**src/inc/nvcs_cfg.svh**
```systemverilog
// Purpose: Offsets, field positions, reset values and codes of the
//   nonvolatile configuration store and restore block.
// Assumes: Included by the block itself; the package does not include it.
// Notes: Definitions only.
`ifndef NVCS_CFG_SVH
`define NVCS_CFG_SVH

`define NVCS_OFF_CONTROL 8'h06
`define NVCS_OFF_GUARD 8'h13
`define NVCS_CMD_STORE 8'h15
`define NVCS_CMD_RESTORE 8'h16
`define NVCS_PAGE_WORD_LO 8'h1C
`define NVCS_PAGE_WORD_HI 8'h1D
`define NVCS_HI_SEL_SUM 8'h00
`define NVCS_HI_SEL_FAULT 8'h01
`define NVCS_GUARD_KEY 8'h63
`define NVCS_GUARD_OFF 8'h00
`define NVCS_CTRL_RESET 8'h00
`define NVCS_GUARD_RESET 8'h00
`define NVCS_CTRL_MASK 8'h07
`define NVCS_BIT_CRC_STOP 0
`define NVCS_BIT_FAULT_SAVE 1
`define NVCS_BIT_WORD_EN 2
`define NVCS_CML_CRC_BIT 4
`define NVCS_CRC_POLY 8'h07
`define NVCS_CRC_INIT 8'h00
`define NVCS_MEM_RESET 8'h00
`define NVCS_SUM_RESET 8'h00

`endif

```
**src/inc/nvcs_pkg.sv**
```systemverilog
// Purpose: Types of the nonvolatile configuration store and restore block.
// Assumes: Nothing beyond the standard language.
// Notes: Sequencer states only.
package nvcs_pkg;
	typedef enum logic [1:0] {
		NVCS_IDLE,
		NVCS_STORE,
		NVCS_RESTORE
	} nvcs_state_t;
endpackage

```
**src/hw/nvcs_store_restore.sv**
```systemverilog
// Purpose: Saves and restores the page 0 operating memory to and from a
//   nonvolatile array with a checksum; holds the control and write-guard
//   registers reached by decoded bus commands.
// Assumes: An upstream bus slave hands over one decoded command per pulse;
//   operating memory reads back combinationally on the same clock.
// Notes: The nonvolatile array is modelled in flip-flops.
`timescale 1ns/100ps
`default_nettype none
`include "nvcs_cfg.svh"

module nvcs_store_restore import nvcs_pkg::*; #(
	parameter int DEPTH = 16
) (
	input wire logic clock, // 250 MHz core clock
	input wire logic reset_n, // Asynchronous power-on reset
	input wire logic cmd_valid, // One-cycle decoded command strobe
	input wire logic [7:0] cmd_code, // Command code or word index
	input wire logic [7:0] cmd_page, // Page selected on the bus
	input wire logic cmd_write, // Write transaction when high
	input wire logic cmd_has_data, // A data byte follows the code
	input wire logic [7:0] cmd_wdata, // Write data byte
	output logic cmd_done, // Command completed pulse
	output logic cmd_err, // Command refused pulse
	output logic [7:0] cmd_rdata, // Read data, valid with cmd_done
	output logic [$clog2(DEPTH)-1:0] op_addr, // Operating memory index
	input wire logic [7:0] op_rdata, // Operating memory read data
	output logic op_we, // Operating memory write strobe
	output logic [7:0] op_wdata, // Operating memory write data
	input wire logic power_on, // Output power being delivered
	input wire logic fault_event, // Fault status report pulse
	input wire logic [7:0] fault_code, // Fault status to record
	input wire logic crc_fault_clear, // Clears checksum fault, shutdown
	output logic status_cml_crc, // Communication status bit 4
	output logic shutdown_req, // Stop output power, level
	output logic busy // Save or restore in progress
);
	localparam int AW = $clog2(DEPTH);
	localparam logic [AW-1:0] LAST = AW'(DEPTH - 1);

	function automatic logic [7:0] nvcs_crc8(input logic [7:0] crc,
		input logic [7:0] data);
		logic [7:0] c;
		c = crc ^ data;
		for (int i = 0; i < 8; i++) begin
			c = c[7] ? ((c << 1) ^ `NVCS_CRC_POLY) : (c << 1);
		end
		return c;
	endfunction

	logic rst_meta_reg, rst_n_sync;
	nvcs_state_t state_reg, state_next;
	logic [AW-1:0] idx_reg, idx_next;
	logic [7:0] crc_reg, crc_next;
	logic [7:0] ctrl_reg, ctrl_next;
	logic [7:0] guard_reg, guard_next;
	logic [7:0] mem_reg [DEPTH];
	logic [7:0] mem_next [DEPTH];
	logic [7:0] sum_reg, sum_next;
	logic [7:0] frec_reg, frec_next;
	logic fault_reg, fault_next;
	logic stop_reg, stop_next;
	logic done_reg, done_next;
	logic err_reg, err_next;
	logic [7:0] rdata_reg, rdata_next;
	logic [7:0] byte_in, crc_calc;
	logic last, unlocked, word_page, in_range;

	// Reset release through two flip-flops
	always_ff @(posedge clock or negedge reset_n) begin
		if (!reset_n) begin
			rst_meta_reg <= 1'b0;
			rst_n_sync <= 1'b0;
		end else begin
			rst_meta_reg <= 1'b1;
			rst_n_sync <= rst_meta_reg;
		end
	end

	assign unlocked = (guard_reg == `NVCS_GUARD_KEY);
	assign word_page = (cmd_page == `NVCS_PAGE_WORD_LO) ||
		(cmd_page == `NVCS_PAGE_WORD_HI);
	assign in_range = (cmd_code < 8'(DEPTH));
	assign last = (idx_reg == LAST);
	assign byte_in = (state_reg == NVCS_STORE) ? op_rdata : mem_reg[idx_reg];
	assign crc_calc = nvcs_crc8(crc_reg, byte_in);

	always_comb begin
		state_next = state_reg;
		idx_next = idx_reg;
		crc_next = crc_reg;
		ctrl_next = ctrl_reg;
		guard_next = guard_reg;
		mem_next = mem_reg;
		sum_next = sum_reg;
		frec_next = frec_reg;
		fault_next = fault_reg;
		stop_next = stop_reg;
		done_next = 1'b0;
		err_next = 1'b0;
		rdata_next = rdata_reg;
		// Clear first so that a fault in the same cycle wins
		if (crc_fault_clear) begin
			fault_next = 1'b0;
			stop_next = 1'b0;
		end
		case (state_reg)
			NVCS_STORE: begin
				mem_next[idx_reg] = op_rdata;
				crc_next = crc_calc;
				idx_next = AW'(idx_reg + 1'b1);
				err_next = cmd_valid;
				if (last) begin
					sum_next = crc_calc;
					state_next = NVCS_IDLE;
					done_next = 1'b1;
				end
			end
			NVCS_RESTORE: begin
				crc_next = crc_calc;
				idx_next = AW'(idx_reg + 1'b1);
				err_next = cmd_valid;
				if (last) begin
					if (crc_calc != sum_reg) begin
						fault_next = 1'b1;
						if (ctrl_reg[`NVCS_BIT_CRC_STOP]) begin
							stop_next = 1'b1;
						end
					end
					state_next = NVCS_IDLE;
					done_next = 1'b1;
				end
			end
			NVCS_IDLE: begin
				if (cmd_valid && word_page) begin
					if (!ctrl_reg[`NVCS_BIT_WORD_EN]) begin
						err_next = 1'b1;
					end else if (cmd_write && (!cmd_has_data || !unlocked)) begin
						err_next = 1'b1;
					end else if (cmd_page == `NVCS_PAGE_WORD_LO) begin
						if (!in_range) begin
							err_next = 1'b1;
						end else if (cmd_write) begin
							mem_next[cmd_code[AW-1:0]] = cmd_wdata;
							done_next = 1'b1;
						end else begin
							rdata_next = mem_reg[cmd_code[AW-1:0]];
							done_next = 1'b1;
						end
					end else if (cmd_code == `NVCS_HI_SEL_SUM) begin
						if (cmd_write) begin
							sum_next = cmd_wdata;
						end
						rdata_next = cmd_write ? rdata_reg : sum_reg;
						done_next = 1'b1;
					end else if (cmd_code == `NVCS_HI_SEL_FAULT) begin
						if (cmd_write) begin
							frec_next = cmd_wdata;
						end
						rdata_next = cmd_write ? rdata_reg : frec_reg;
						done_next = 1'b1;
					end else begin
						err_next = 1'b1;
					end
				end else if (cmd_valid) begin
					case (cmd_code)
						`NVCS_OFF_CONTROL: begin
							if (cmd_write && cmd_has_data) begin
								ctrl_next = cmd_wdata & `NVCS_CTRL_MASK;
								done_next = 1'b1;
							end else if (!cmd_write) begin
								rdata_next = ctrl_reg;
								done_next = 1'b1;
							end else begin
								err_next = 1'b1;
							end
						end
						`NVCS_OFF_GUARD: begin
							if (cmd_write && cmd_has_data) begin
								guard_next = cmd_wdata;
								done_next = 1'b1;
							end else if (!cmd_write) begin
								rdata_next = guard_reg;
								done_next = 1'b1;
							end else begin
								err_next = 1'b1;
							end
						end
						`NVCS_CMD_STORE: begin
							if (!cmd_write || cmd_has_data) begin
								err_next = 1'b1;
							end else if (!unlocked) begin
								err_next = 1'b1;
							end else begin
								state_next = NVCS_STORE;
								idx_next = '0;
								crc_next = `NVCS_CRC_INIT;
							end
						end
						`NVCS_CMD_RESTORE: begin
							if (!cmd_write || cmd_has_data) begin
								err_next = 1'b1;
							end else if (power_on) begin
								err_next = 1'b1;
							end else begin
								state_next = NVCS_RESTORE;
								idx_next = '0;
								crc_next = `NVCS_CRC_INIT;
							end
						end
						default: begin
							err_next = 1'b1;
						end
					endcase
				end
			end
			default: begin
				state_next = NVCS_IDLE;
			end
		endcase
		if (fault_event && ctrl_reg[`NVCS_BIT_FAULT_SAVE]) begin
			frec_next = fault_code;
		end
	end

	// Reset starts in restore: the power-on copy runs by itself
	always_ff @(posedge clock or negedge rst_n_sync) begin
		if (!rst_n_sync) begin
			state_reg <= NVCS_RESTORE;
			idx_reg <= '0;
			crc_reg <= `NVCS_CRC_INIT;
			ctrl_reg <= `NVCS_CTRL_RESET;
			guard_reg <= `NVCS_GUARD_RESET;
			for (int i = 0; i < DEPTH; i++) begin
				mem_reg[i] <= `NVCS_MEM_RESET;
			end
			sum_reg <= `NVCS_SUM_RESET;
			frec_reg <= `NVCS_MEM_RESET;
			fault_reg <= 1'b0;
			stop_reg <= 1'b0;
			done_reg <= 1'b0;
			err_reg <= 1'b0;
			rdata_reg <= 8'h00;
		end else begin
			state_reg <= state_next;
			idx_reg <= idx_next;
			crc_reg <= crc_next;
			ctrl_reg <= ctrl_next;
			guard_reg <= guard_next;
			mem_reg <= mem_next;
			sum_reg <= sum_next;
			frec_reg <= frec_next;
			fault_reg <= fault_next;
			stop_reg <= stop_next;
			done_reg <= done_next;
			err_reg <= err_next;
			rdata_reg <= rdata_next;
		end
	end

	assign cmd_done = done_reg;
	assign cmd_err = err_reg;
	assign cmd_rdata = rdata_reg;
	assign op_addr = idx_reg;
	assign op_we = (state_reg == NVCS_RESTORE);
	assign op_wdata = mem_reg[idx_reg];
	assign status_cml_crc = fault_reg;
	assign shutdown_req = stop_reg;
	assign busy = (state_reg != NVCS_IDLE);
endmodule
`default_nettype wire

```
**config.mk**
```make
export PLATFORM = sky130hd
export DESIGN_NAME = nvcs_store_restore
export DESIGN_NICKNAME = d
export VERILOG_FILES = /design/src/inc/nvcs_pkg.sv /design/src/hw/nvcs_store_restore.sv
export VERILOG_INCLUDE_DIRS = /design/src /design/src/inc
export SDC_FILE = /design/constraint.sdc
export NUM_CORES = 1
export LEC_CHECK = 0
export BUFFER_PORTS_ARGS = -buffer_cell sky130_fd_sc_hd__buf_2
export CORE_MARGIN = 3
export CORE_UTILIZATION = 60
export DETAILED_ROUTE_END_ITERATION = 6
export GPL_ROUTABILITY_DRIVEN = 0
export GPL_TIMING_DRIVEN = 0
export PLACE_DENSITY = 0.85
export SYNTH_ARGS = -nofsm -noshare
export SYNTH_HDL_FRONTEND = slang
export SYNTH_SLANG_ARGS = --single-unit
```
**constraint.sdc**
```tcl
create_clock -name clock -period 7.4 [get_ports clock]
set_clock_uncertainty 0.1 [all_clocks]
set_input_delay 1.85 -clock clock [delete_from_list [all_inputs] [get_ports clock]]
set_output_delay 1.85 -clock clock [all_outputs]
set_load 0.01 [all_outputs]
```
# After elaboration in Yosys (flattened, before gate mapping)

Cells that the tools add are included.

Register bits after elaboration: 183
Word-level logic and storage cells: 248
Input bits: 48
Output and inout bits: 26

Equality and inequality tests: 43
Order comparisons: 5
$add $sub $neg: 1
Multiplexer cells: 123
Reduce and logical (&&, ||, !) cells: 34
Bitwise gates (word level): 12

Operators by type and width:

| kind                                                        | number |
|---|---|
| 2-to-1 mux 128 bit                                          | 6 |
| 2-to-1 mux 8 bit                                            | 43 |
| bitwise mux 128 bit                                         | 2 |
| one-hot mux 128 bit (2 select lines)                        | 1 |
| binary-select mux 8 bit (select 4 bit)                      | 2 |
| demux 8 bit (select 4 bit)                                  | 2 |
| one-hot mux 8 bit (2 select lines)                          | 4 |
| equality test 8 x 5 -> 1 bit (second input constant)        | 5 |
| inequality test 3 bit (second input constant)               | 12 |
| 2-to-1 mux 1 bit                                            | 35 |
| AND reduction 8 bit                                         | 4 |
| inequality test 2 bit (second input constant)               | 13 |
| 2-to-1 mux 3 bit                                            | 8 |
| 2-to-1 mux 4 bit                                            | 6 |
| NOT 3 bit                                                   | 8 |
| nonzero test 2 bit                                          | 9 |
| one-hot mux 4 bit (2 select lines)                          | 2 |
| 2-to-1 mux 2 bit                                            | 7 |
| AND reduction 14 bit                                        | 1 |
| >= comparator 5 bit (second input constant)                 | 2 |
| less-than comparator 5 x 1 -> 1 bit (second input constant) | 2 |
| NOT 4 -> 5 bit                                              | 2 |
| AND reduction 5 bit                                         | 2 |
| equality test 8 x 1 -> 1 bit (second input constant)        | 1 |
| other kinds (24)                                            | 39 |

# Depth between registers and ports, before layout

Gate-level depths: netlist (run 1).

Depth in word-level cells: 26
Gate-level depth with buffers: 14
Gate-level depth less buffers: 11

# Worst setup path before layout (run 1)

OpenSTA, ideal clock, no wires.

Kind: input-to-reg
Start point: in cmd_page[5]
End point: reg mem_reg[109] in the netlist's numbering
Slack: 2.870 ns
Data arrival time: 4.311 ns
Stages: 9
Required time: 7.181 ns
Library setup time: 0.119 ns
Buffers on the path: 2
Cell sequence: or4b_1 -> nor3_1 -> nand2_1 -> o41a_1 -> clkbuf_1 -> nor2_1 -> buf_2 -> o221ai_1 -> o21a_1

Word-level cells in the longest chain between the ends: 5
Elaborated cells on any way between the ends: 7
Classes of those cells: eq/ne: 4; reduce/logical: 3

Ends and longest elaborated chain:

| element                                | line                      | RTL |
|---|---|---|
| start, declared                        | nvcs_store_restore.sv:18  | `input wire logic [7:0] cmd_page,` |
| equality test 8 x 5 -> 1 bit (no line) | n/a                       |  |
| logical OR 1 bit                       | nvcs_store_restore.sv:80  | `` assign word_page = (cmd_page == `NVCS_PAGE_WORD_LO) \|\| `` |
| logical AND 1 bit                      | nvcs_store_restore.sv:134 | `if (cmd_valid && word_page) begin` |
| inequality test 2 bit (no line)        | n/a                       |  |
| AND reduction 7 bit (no line) *        | n/a                       |  |
| end signal, assigned by index          | nvcs_store_restore.sv:234 | `` mem_reg[i] <= `NVCS_MEM_RESET; `` |
| end signal, assigned                   | nvcs_store_restore.sv:249 | `mem_reg <= mem_next;` |
| end, declared                          | nvcs_store_restore.sv:56  | `logic [7:0] mem_reg [DEPTH];` |

Mark *: on every way between the ends. The rest lies on a longest branch, timed or not.
A chain may end at the register's enable or synchronous reset.

# Worst setup path in the final report (run 1)

Start point: in cmd_page[5]
End point: reg mem_reg[35] in the netlist's numbering

The elaborated chain is that of the path after synthesis.

==> flow_metrics.py, run 1 <==
metrics = {
    "synth": {
        "synth-xor-area-share_pct": 1.92,
        "synth_area_leaders": "dfrtp_1, mux4_2, o221ai_1, o21a_1, nand2_1",
        "synth_edf_count": 0,
        "ys.flop_type": "dfrtp_1",
        "syn_area_um2": 11600,
        "ys_seq_area_share_pct": 39.4,
        "avgSynthCellArea_um2": 10.6,
        "ys.warnings.count": 0,
        "synth.area.mux_share_pct": 19.5,
        "synthesis.nets": 1151,
        "yosys.area.top_type_share_pct": 39.2,
        "ys_ff_latch": 183,
        "syn_inst": 1095,
        "async_reset_ff_share_pct": 100,
        "yosysTopAreaCell": "dfrtp_1",
        "yosysUniqueCellTypes": 72,
        "synthSimpleGateAreaFrac_pct": 10.5,
        "synthAdderAreaFrac_pct": 0.861,
        "synth_compound_area_share_pct": 23.6,
        "synth_top_family_by_area": "compound AO/OA/AOI/OAI gates",
    },
    "clocking": {
        "cts_buffers": 17,
        "clock_path_buffers": 2,
        "cts_setup_buffers": 0,
        "cts_hold_buf": 0,
        "cts_tree": "built",
        "cts_num_sinks": 183,
        "clock_latency_ns": 0.46,
        "htree_levels": 4,
        "root_buffer": "clkbuf_16",
        "cts_resized": 0,
        "path_clk_slew_ns": 0.07,
    },
    "place": {
        "place.port_buffers": 71,
        "dp_hpwl_um": 30600,
        "placed_cells": 1428,
    },
    "critical_path": {
        "worstPathRequired_ns": 7.60,
        "worstRegToRegCells": 11,
        "cp_common_cell": "nand2_1",
        "critPathKind": "input pin to flip-flop",
        "crit_path_top_delay_cell": "o41ai_1",
        "path_buf_inv": 2,
        "worstPathCellList": "buf_2 -> or4b_1 -> nor3_1 -> nand2_1 -> o41ai_1 -> o21ai_1 -> clkbuf_1 -> nand2_1 -> o21ai_0",
        "crit_arrival_ns": 5.83,
        "r2r_slack_ns": 2.82,
        "cp_max_fo": 10,
        "cp.depth": 9,
        "cpLargestDelayFamily": "compound AO/OA/AOI/OAI gates",
        "slowest_delay_ns": 1.08,
        "end_kind": "flip-flop",
        "start_kind": "input pin",
    },
    "power_and_ir_drop": {
        "peakVddDrop_mv": 0.251,
        "p_seq_share_pct": 29.1,
        "pwr-share-clk_pct": 16.9,
        "internal-power_mw": 3.04,
        "power.density_nw_per_um2": 428,
        "power_leakage_nw": 5.21,
        "p_comb_share_pct": 54.0,
        "total_power_mw": 5.54,
        "power.switching_mw": 2.50,
        "switching_share_pct": 45.2,
    },
    "drt": {
        "detail-route-antenna-nets": 0,
        "route.detailed.drc": 86,
        "vias": 11273,
        "drtIter0Drc": 2106,
        "dr.pass1.iters": 7,
        "wl_per_cell_um": 29.5,
        "finalWirelength_um": 43100,
        "avgViaCountPerCell": 7.72,
    },
    "timing": {
        "rsz0062_at_grt": "no",
        "hold_viol": 0,
        "finalCritPeriodShare_pct": 76.1,
        "period_needed_ns": 5.63,
        "worst_hold_slack_ns": 0.250,
        "tightest_slew_ns": 1.27,
        "max_freq_mhz": 177,
        "relSlewSlack_pct": 14.5,
        "finalSetupViolCount": 0,
        "maxSlewViolCount": 0,
    },
    "global_route": {
        "grt.overflow.total": 0,
        "grt_pass1_wl_um": 65900,
        "grt_start_max_net_pins": 72,
        "antenna_found_initial": 0,
        "grt_pass1_vias": 11147,
        "grt_usage_pct": 41.1,
    },
    "worst_hold_path": {
        "hold_class": "flip-flop to flip-flop",
        "min_path_cells": 0,
    },
    "finish": {
        "layout-drive-gt1-share_pct": 18.5,
        "n_antenna_cell": 0,
        "fillers": 1395,
        "largest_register_ffs": 128,
        "layout_common_cells": "dfrtp_1, nand2_1, buf_2, o21a_1, o221ai_1",
        "syn_to_final_growth_pct": 11.4,
        "finalNetCount": 1243,
        "fin_cells": 1460,
        "mostFrequentLayoutCell": "dfrtp_1",
    },
    "run": {
        "cap_violations": 0,
    },
    "status": {
        "violations": "design-rule violations",
        "status": "complete, but fails checks",
    },
    "floorplanning": {
        "die_w_um": 145,
        "core-area_um2": 18900,
        "pin_count": 74,
        "die_h_um": 145,
        "num_rows": 50,
        "initial_core_util_pct": 61.6,
        "die-area_um2": 21100,
    },
}
==> final timing paths <==
| path | startpoint | endpoint |
|---|---|---|
| min in group asynchronous | rst_n_sync | mem_reg[75] |
| setup reg to reg | op_addr[3] | mem_reg[31] |
| setup / recovery | cmd_page[5] | mem_reg[35] |
| max in group asynchronous | rst_n_sync | state_reg[1] |
| hold reg to reg | rst_meta_reg | rst_n_sync |
| hold / removal | rst_meta_reg | rst_n_sync |
==> metrics by stage <==
stage	setup slack [ns]	utilization, %	instance area (um^2)	setup TNS (ns)
2_1_floorplan	1.82	-	11600	0
3_3_place_gp	-0.192	65.2	12300	-32.33
3_5_place_dp	1.84	65.5	12400	0
4_1_cts	2.18	68.6	13000	0
5_1_grt	1.75	68.6	13000	0
6_report	1.77	68.6	13000	0
==> synth_stat cells, types with 7 or more instances <==
master / n
xnor2_1: 13
mux2i_1: 29
mux2_2: 26
nor2b_1: 10
o21ai_0: 79
a21oi_1: 36
mux4_1: 15
nand3_1: 22
mux4_2: 56
ha_1: 8
inv_1: 11
xor2_1: 7
a31oi_1: 9
nor2_1: 60
o221ai_1: 81
clkbuf_1: 58
o21a_1: 82
o22a_1: 40
dfrtp_1: 182
buf_2: 13
a32oi_1: 9
nand2_1: 131
nand2b_1: 8
==> area by class of cell <==
| type | count | area [um^2] | share of cell area [%] |
|---|---|---|---|
| inverters | 14 | 52.6 | 0.406 |
| clock inverters | 14 | 146 | 1.13 |
| plain buffers | 89 | 447 | 3.45 |
| multi-input cells | 809 | 6550 | 50.6 |
| flip-flops and latches | 183 | 4580 | 35.4 |
| clock buffers | 18 | 439 | 3.39 |
| well taps | 260 | 325 | 2.51 |
| repair buffers | 73 | 410 | 3.17 |
==> power groups by stage <==
stage / combinational [mW] / clock (mW) / sequential, mW
floorplan: 2.02 / 0 / 1.50
global placement: 2.72 / 0 / 1.59
detailed placement: 2.82 / 0 / 1.60
CTS: 2.85 / 0.927 / 1.58
global route: 3.14 / 0.971 / 1.63
finish: 2.99 / 0.934 / 1.61
==> worst reg2reg max path: cells and delay by family, from the launching register on <==
kind	cells	cell delay, ns
compound gates	2	0.43
buf+inv	5	2.27
flops	1	0.40
simple gates	4	1.28
==> layer usage <==
layer / vias to the layer above / global-route usage, % / share of wire [%]
met5: - / 0 / 0
met4: 0 / 29.5 / 9.7
met3: 354 / 17.6 / 16
met2: 1156 / 59.2 / 42
met1: 5323 / 49.4 / 32
li1: 4440 / - / -
==> logic make-up (layout without fill, tap and decap cells) <==
| logic type | after synthesis | count (layout) |
|---|---|---|
| other | 1 | 1 |
| flip-flops | 183 | 183 |
| adder cells (fa/ha/maj) | 8 | 8 |
| multiplexers | 127 | 127 |
| buffers and inverters | 103 | 208 |
| AO/OA/AOI/OAI | 379 | 379 |
| XOR/XNOR | 22 | 22 |
| AND/OR/NAND/NOR | 272 | 272 |
Note: power is estimated with default switching activity, not from simulation.
==> inputs of run 2 (changes only) <==
Settings changed: CORE_UTILIZATION 60 to 56, PLACE_DENSITY 0.85 to 0.83.
Clock period 7.4 ns to 4.6 ns, I/O delays scaled along.
==> flow_metrics.py, run 2 (same netlist as run 1, synthesis figures left out) <==
metrics = {
    "finish": {
        "mostFrequentLayoutCell": "dfrtp_1",
        "layout-drive-gt1-share_pct": 18.7,
        "syn_to_final_growth_pct": 11.7,
        "finalNetCount": 1244,
        "largest_register_ffs": 128,
        "layout_common_cells": "dfrtp_1, nand2_1, buf_2, o21a_1, o221ai_1",
        "n_antenna_cell": 0,
    },
    "timing": {
        "max_freq_mhz": 217,
        "hold_viol": 0,
        "tightest_slew_ns": 1.11,
        "worst_slack_ns": 0.00115,
        "finalCritPeriodShare_pct": 100,
        "finalSetupViolCount": 0,
        "fin_tns_setup_ns": 0,
        "rsz0062_at_grt": "no",
        "relSlewSlack_pct": 25.3,
        "maxSlewViolCount": 0,
        "period_needed_ns": 4.60,
    },
    "critical_path": {
        "worstPathCellList": "clkbuf_8 -> clkbuf_1 -> buf_2 -> mux4_2 -> mux2i_1 -> a21oi_1 -> buf_2",
        "start_kind": "flip-flop",
        "crit_arrival_ns": 3.35,
        "worstRegToRegCells": 11,
        "worstPathRequired_ns": 3.35,
        "slowest_delay_ns": 0.61,
        "cp_common_cell": "buf_2",
        "cp_max_fo": 10,
        "reg2reg_to": "mem_reg[31]",
        "crit_path_top_delay_cell": "clkbuf_1",
        "cpLargestDelayFamily": "buffers and inverters",
        "critPathKind": "flip-flop to output pin",
        "path_buf_inv": 4,
        "r2r_slack_ns": 0.06,
        "r2r-start": "op_addr[3]",
        "end_kind": "output pin",
    },
    "power_and_ir_drop": {
        "power_leakage_nw": 5.22,
        "switching_share_pct": 45.2,
        "total_power_mw": 8.84,
        "internal-power_mw": 4.85,
        "p_comb_share_pct": 54.3,
        "power.switching_mw": 4.00,
        "power.density_nw_per_um2": 681,
        "peakVddDrop_mv": 0.431,
        "pwr-share-clk_pct": 16.6,
        "p_seq_share_pct": 29.2,
    },
    "worst_hold_path": {
        "hold_class": "flip-flop to asynchronous set/reset pin",
    },
    "drt": {
        "wl_per_cell_um": 28.9,
        "finalWirelength_um": 42500,
        "avgViaCountPerCell": 7.59,
        "drtIter0Drc": 1930,
        "route.detailed.drc": 6,
        "vias": 11171,
        "dr.pass1.iters": 7,
        "detail-route-antenna-nets": 0,
    },
    "clocking": {
        "cts_buffers": 17,
        "clock_path_buffers": 2,
        "clock_latency_ns": 0.45,
        "root_buffer": "clkbuf_16",
        "htree_levels": 4,
        "cts_num_sinks": 183,
        "path_clk_slew_ns": 0.07,
        "cts_tree": "built",
    },
    "floorplanning": {
        "die_w_um": 150,
        "initial_core_util_pct": 57.3,
        "die-area_um2": 22500,
        "core-area_um2": 20300,
        "die_h_um": 150,
        "num_rows": 52,
        "pin_count": 74,
    },
    "status": {
        "violations": "design-rule violations",
        "status": "complete, but fails checks",
    },
    "place": {
        "place.port_buffers": 71,
        "dp_hpwl_um": 30500,
        "place_ws_ns": -0.336,
    },
    "global_route": {
        "grt_usage_pct": 38.1,
        "grt_start_max_net_pins": 63,
        "grt_pass1_wl_um": 63500,
        "grt_pass1_vias": 10671,
        "antenna_found_initial": 2,
        "grt.overflow.total": 0,
    },
    "run": {
        "cap_violations": 0,
    },
}
[run 2: cell types whose count changed in the layout (fill, tap and decap cells not counted)]
cell       previous run  this run
clkinv_4              1         2
buf_12                1         2
clkinv_2              4         2
inv_8                 0         3
nor3_1                6         5
inv_6                 4         3
bufinv_16             2         1
o41ai_1               2         1
o41ai_2               0         1
nor3_2                0         1
[run 2: cell type report]
type / instances / area (um^2)
buffer: 89 / 447
clock buffer: 18 / 439
clock inverter: 14 / 140
fill: 1551 / 7310
inverter: 14 / 52.6
multi-input combinational: 809 / 6560
sequential: 183 / 4580
tap: 270 / 338
timing repair buffer: 74 / 430
[run 2: power groups by stage]
stage          clock network, mW  registers [mW]  logic, mW
6_report                    1.47            2.58       4.80
5_1_grt                     1.53            2.61       4.99
4_1_cts                     1.46            2.54       4.58
3_5_place_dp                   0            2.56       4.54
3_3_place_gp                   0            2.54       4.41
2_1_floorplan                  0            2.40       3.25
[run 2: how the worst max path moves through the flow]
stage,start,to,depth (start not counted)
floorplan,cmd_page[5],mem_reg[109],9
global placement,cmd_page[5],mem_reg[2],9
detailed placement,cmd_page[5],mem_reg[0],9
CTS,cmd_page[5],mem_reg[0],9
global route,op_addr[3],op_wdata[4],7
finish,op_addr[3],op_wdata[4],7
[run 2: metal layers]
layer	vias up	GRT usage [%]	part of all wire [%]
met5	-	0	0.13
li1	4453	-	-
met4	6	25.4	9.0
met2	1160	55.6	42
met1	5234	46.6	32
met3	318	15.2	17
[run 2: what timing repair did]
item	4_1_cts	5_1_grt
buffers inserted	0	0
setup endpoints to repair	0	58
resized for setup	0	2
hold buffers	0	0
[run 2: through the flow]
stage / instance area, um^2 / std cells / utilization, % / hold slack (ns)
after floorplan: 11600 / 1095 / - / 0.231
after global placement: 12300 / 1436 / 60.7 / 0.233
after detailed placement: 12400 / 1439 / 61.1 / 0.213
after CTS: 13000 / 1471 / 63.9 / 0.220
after global routing: 13000 / 1471 / 64.0 / 0.248
final: 13000 / 1471 / 64.0 / 0.205
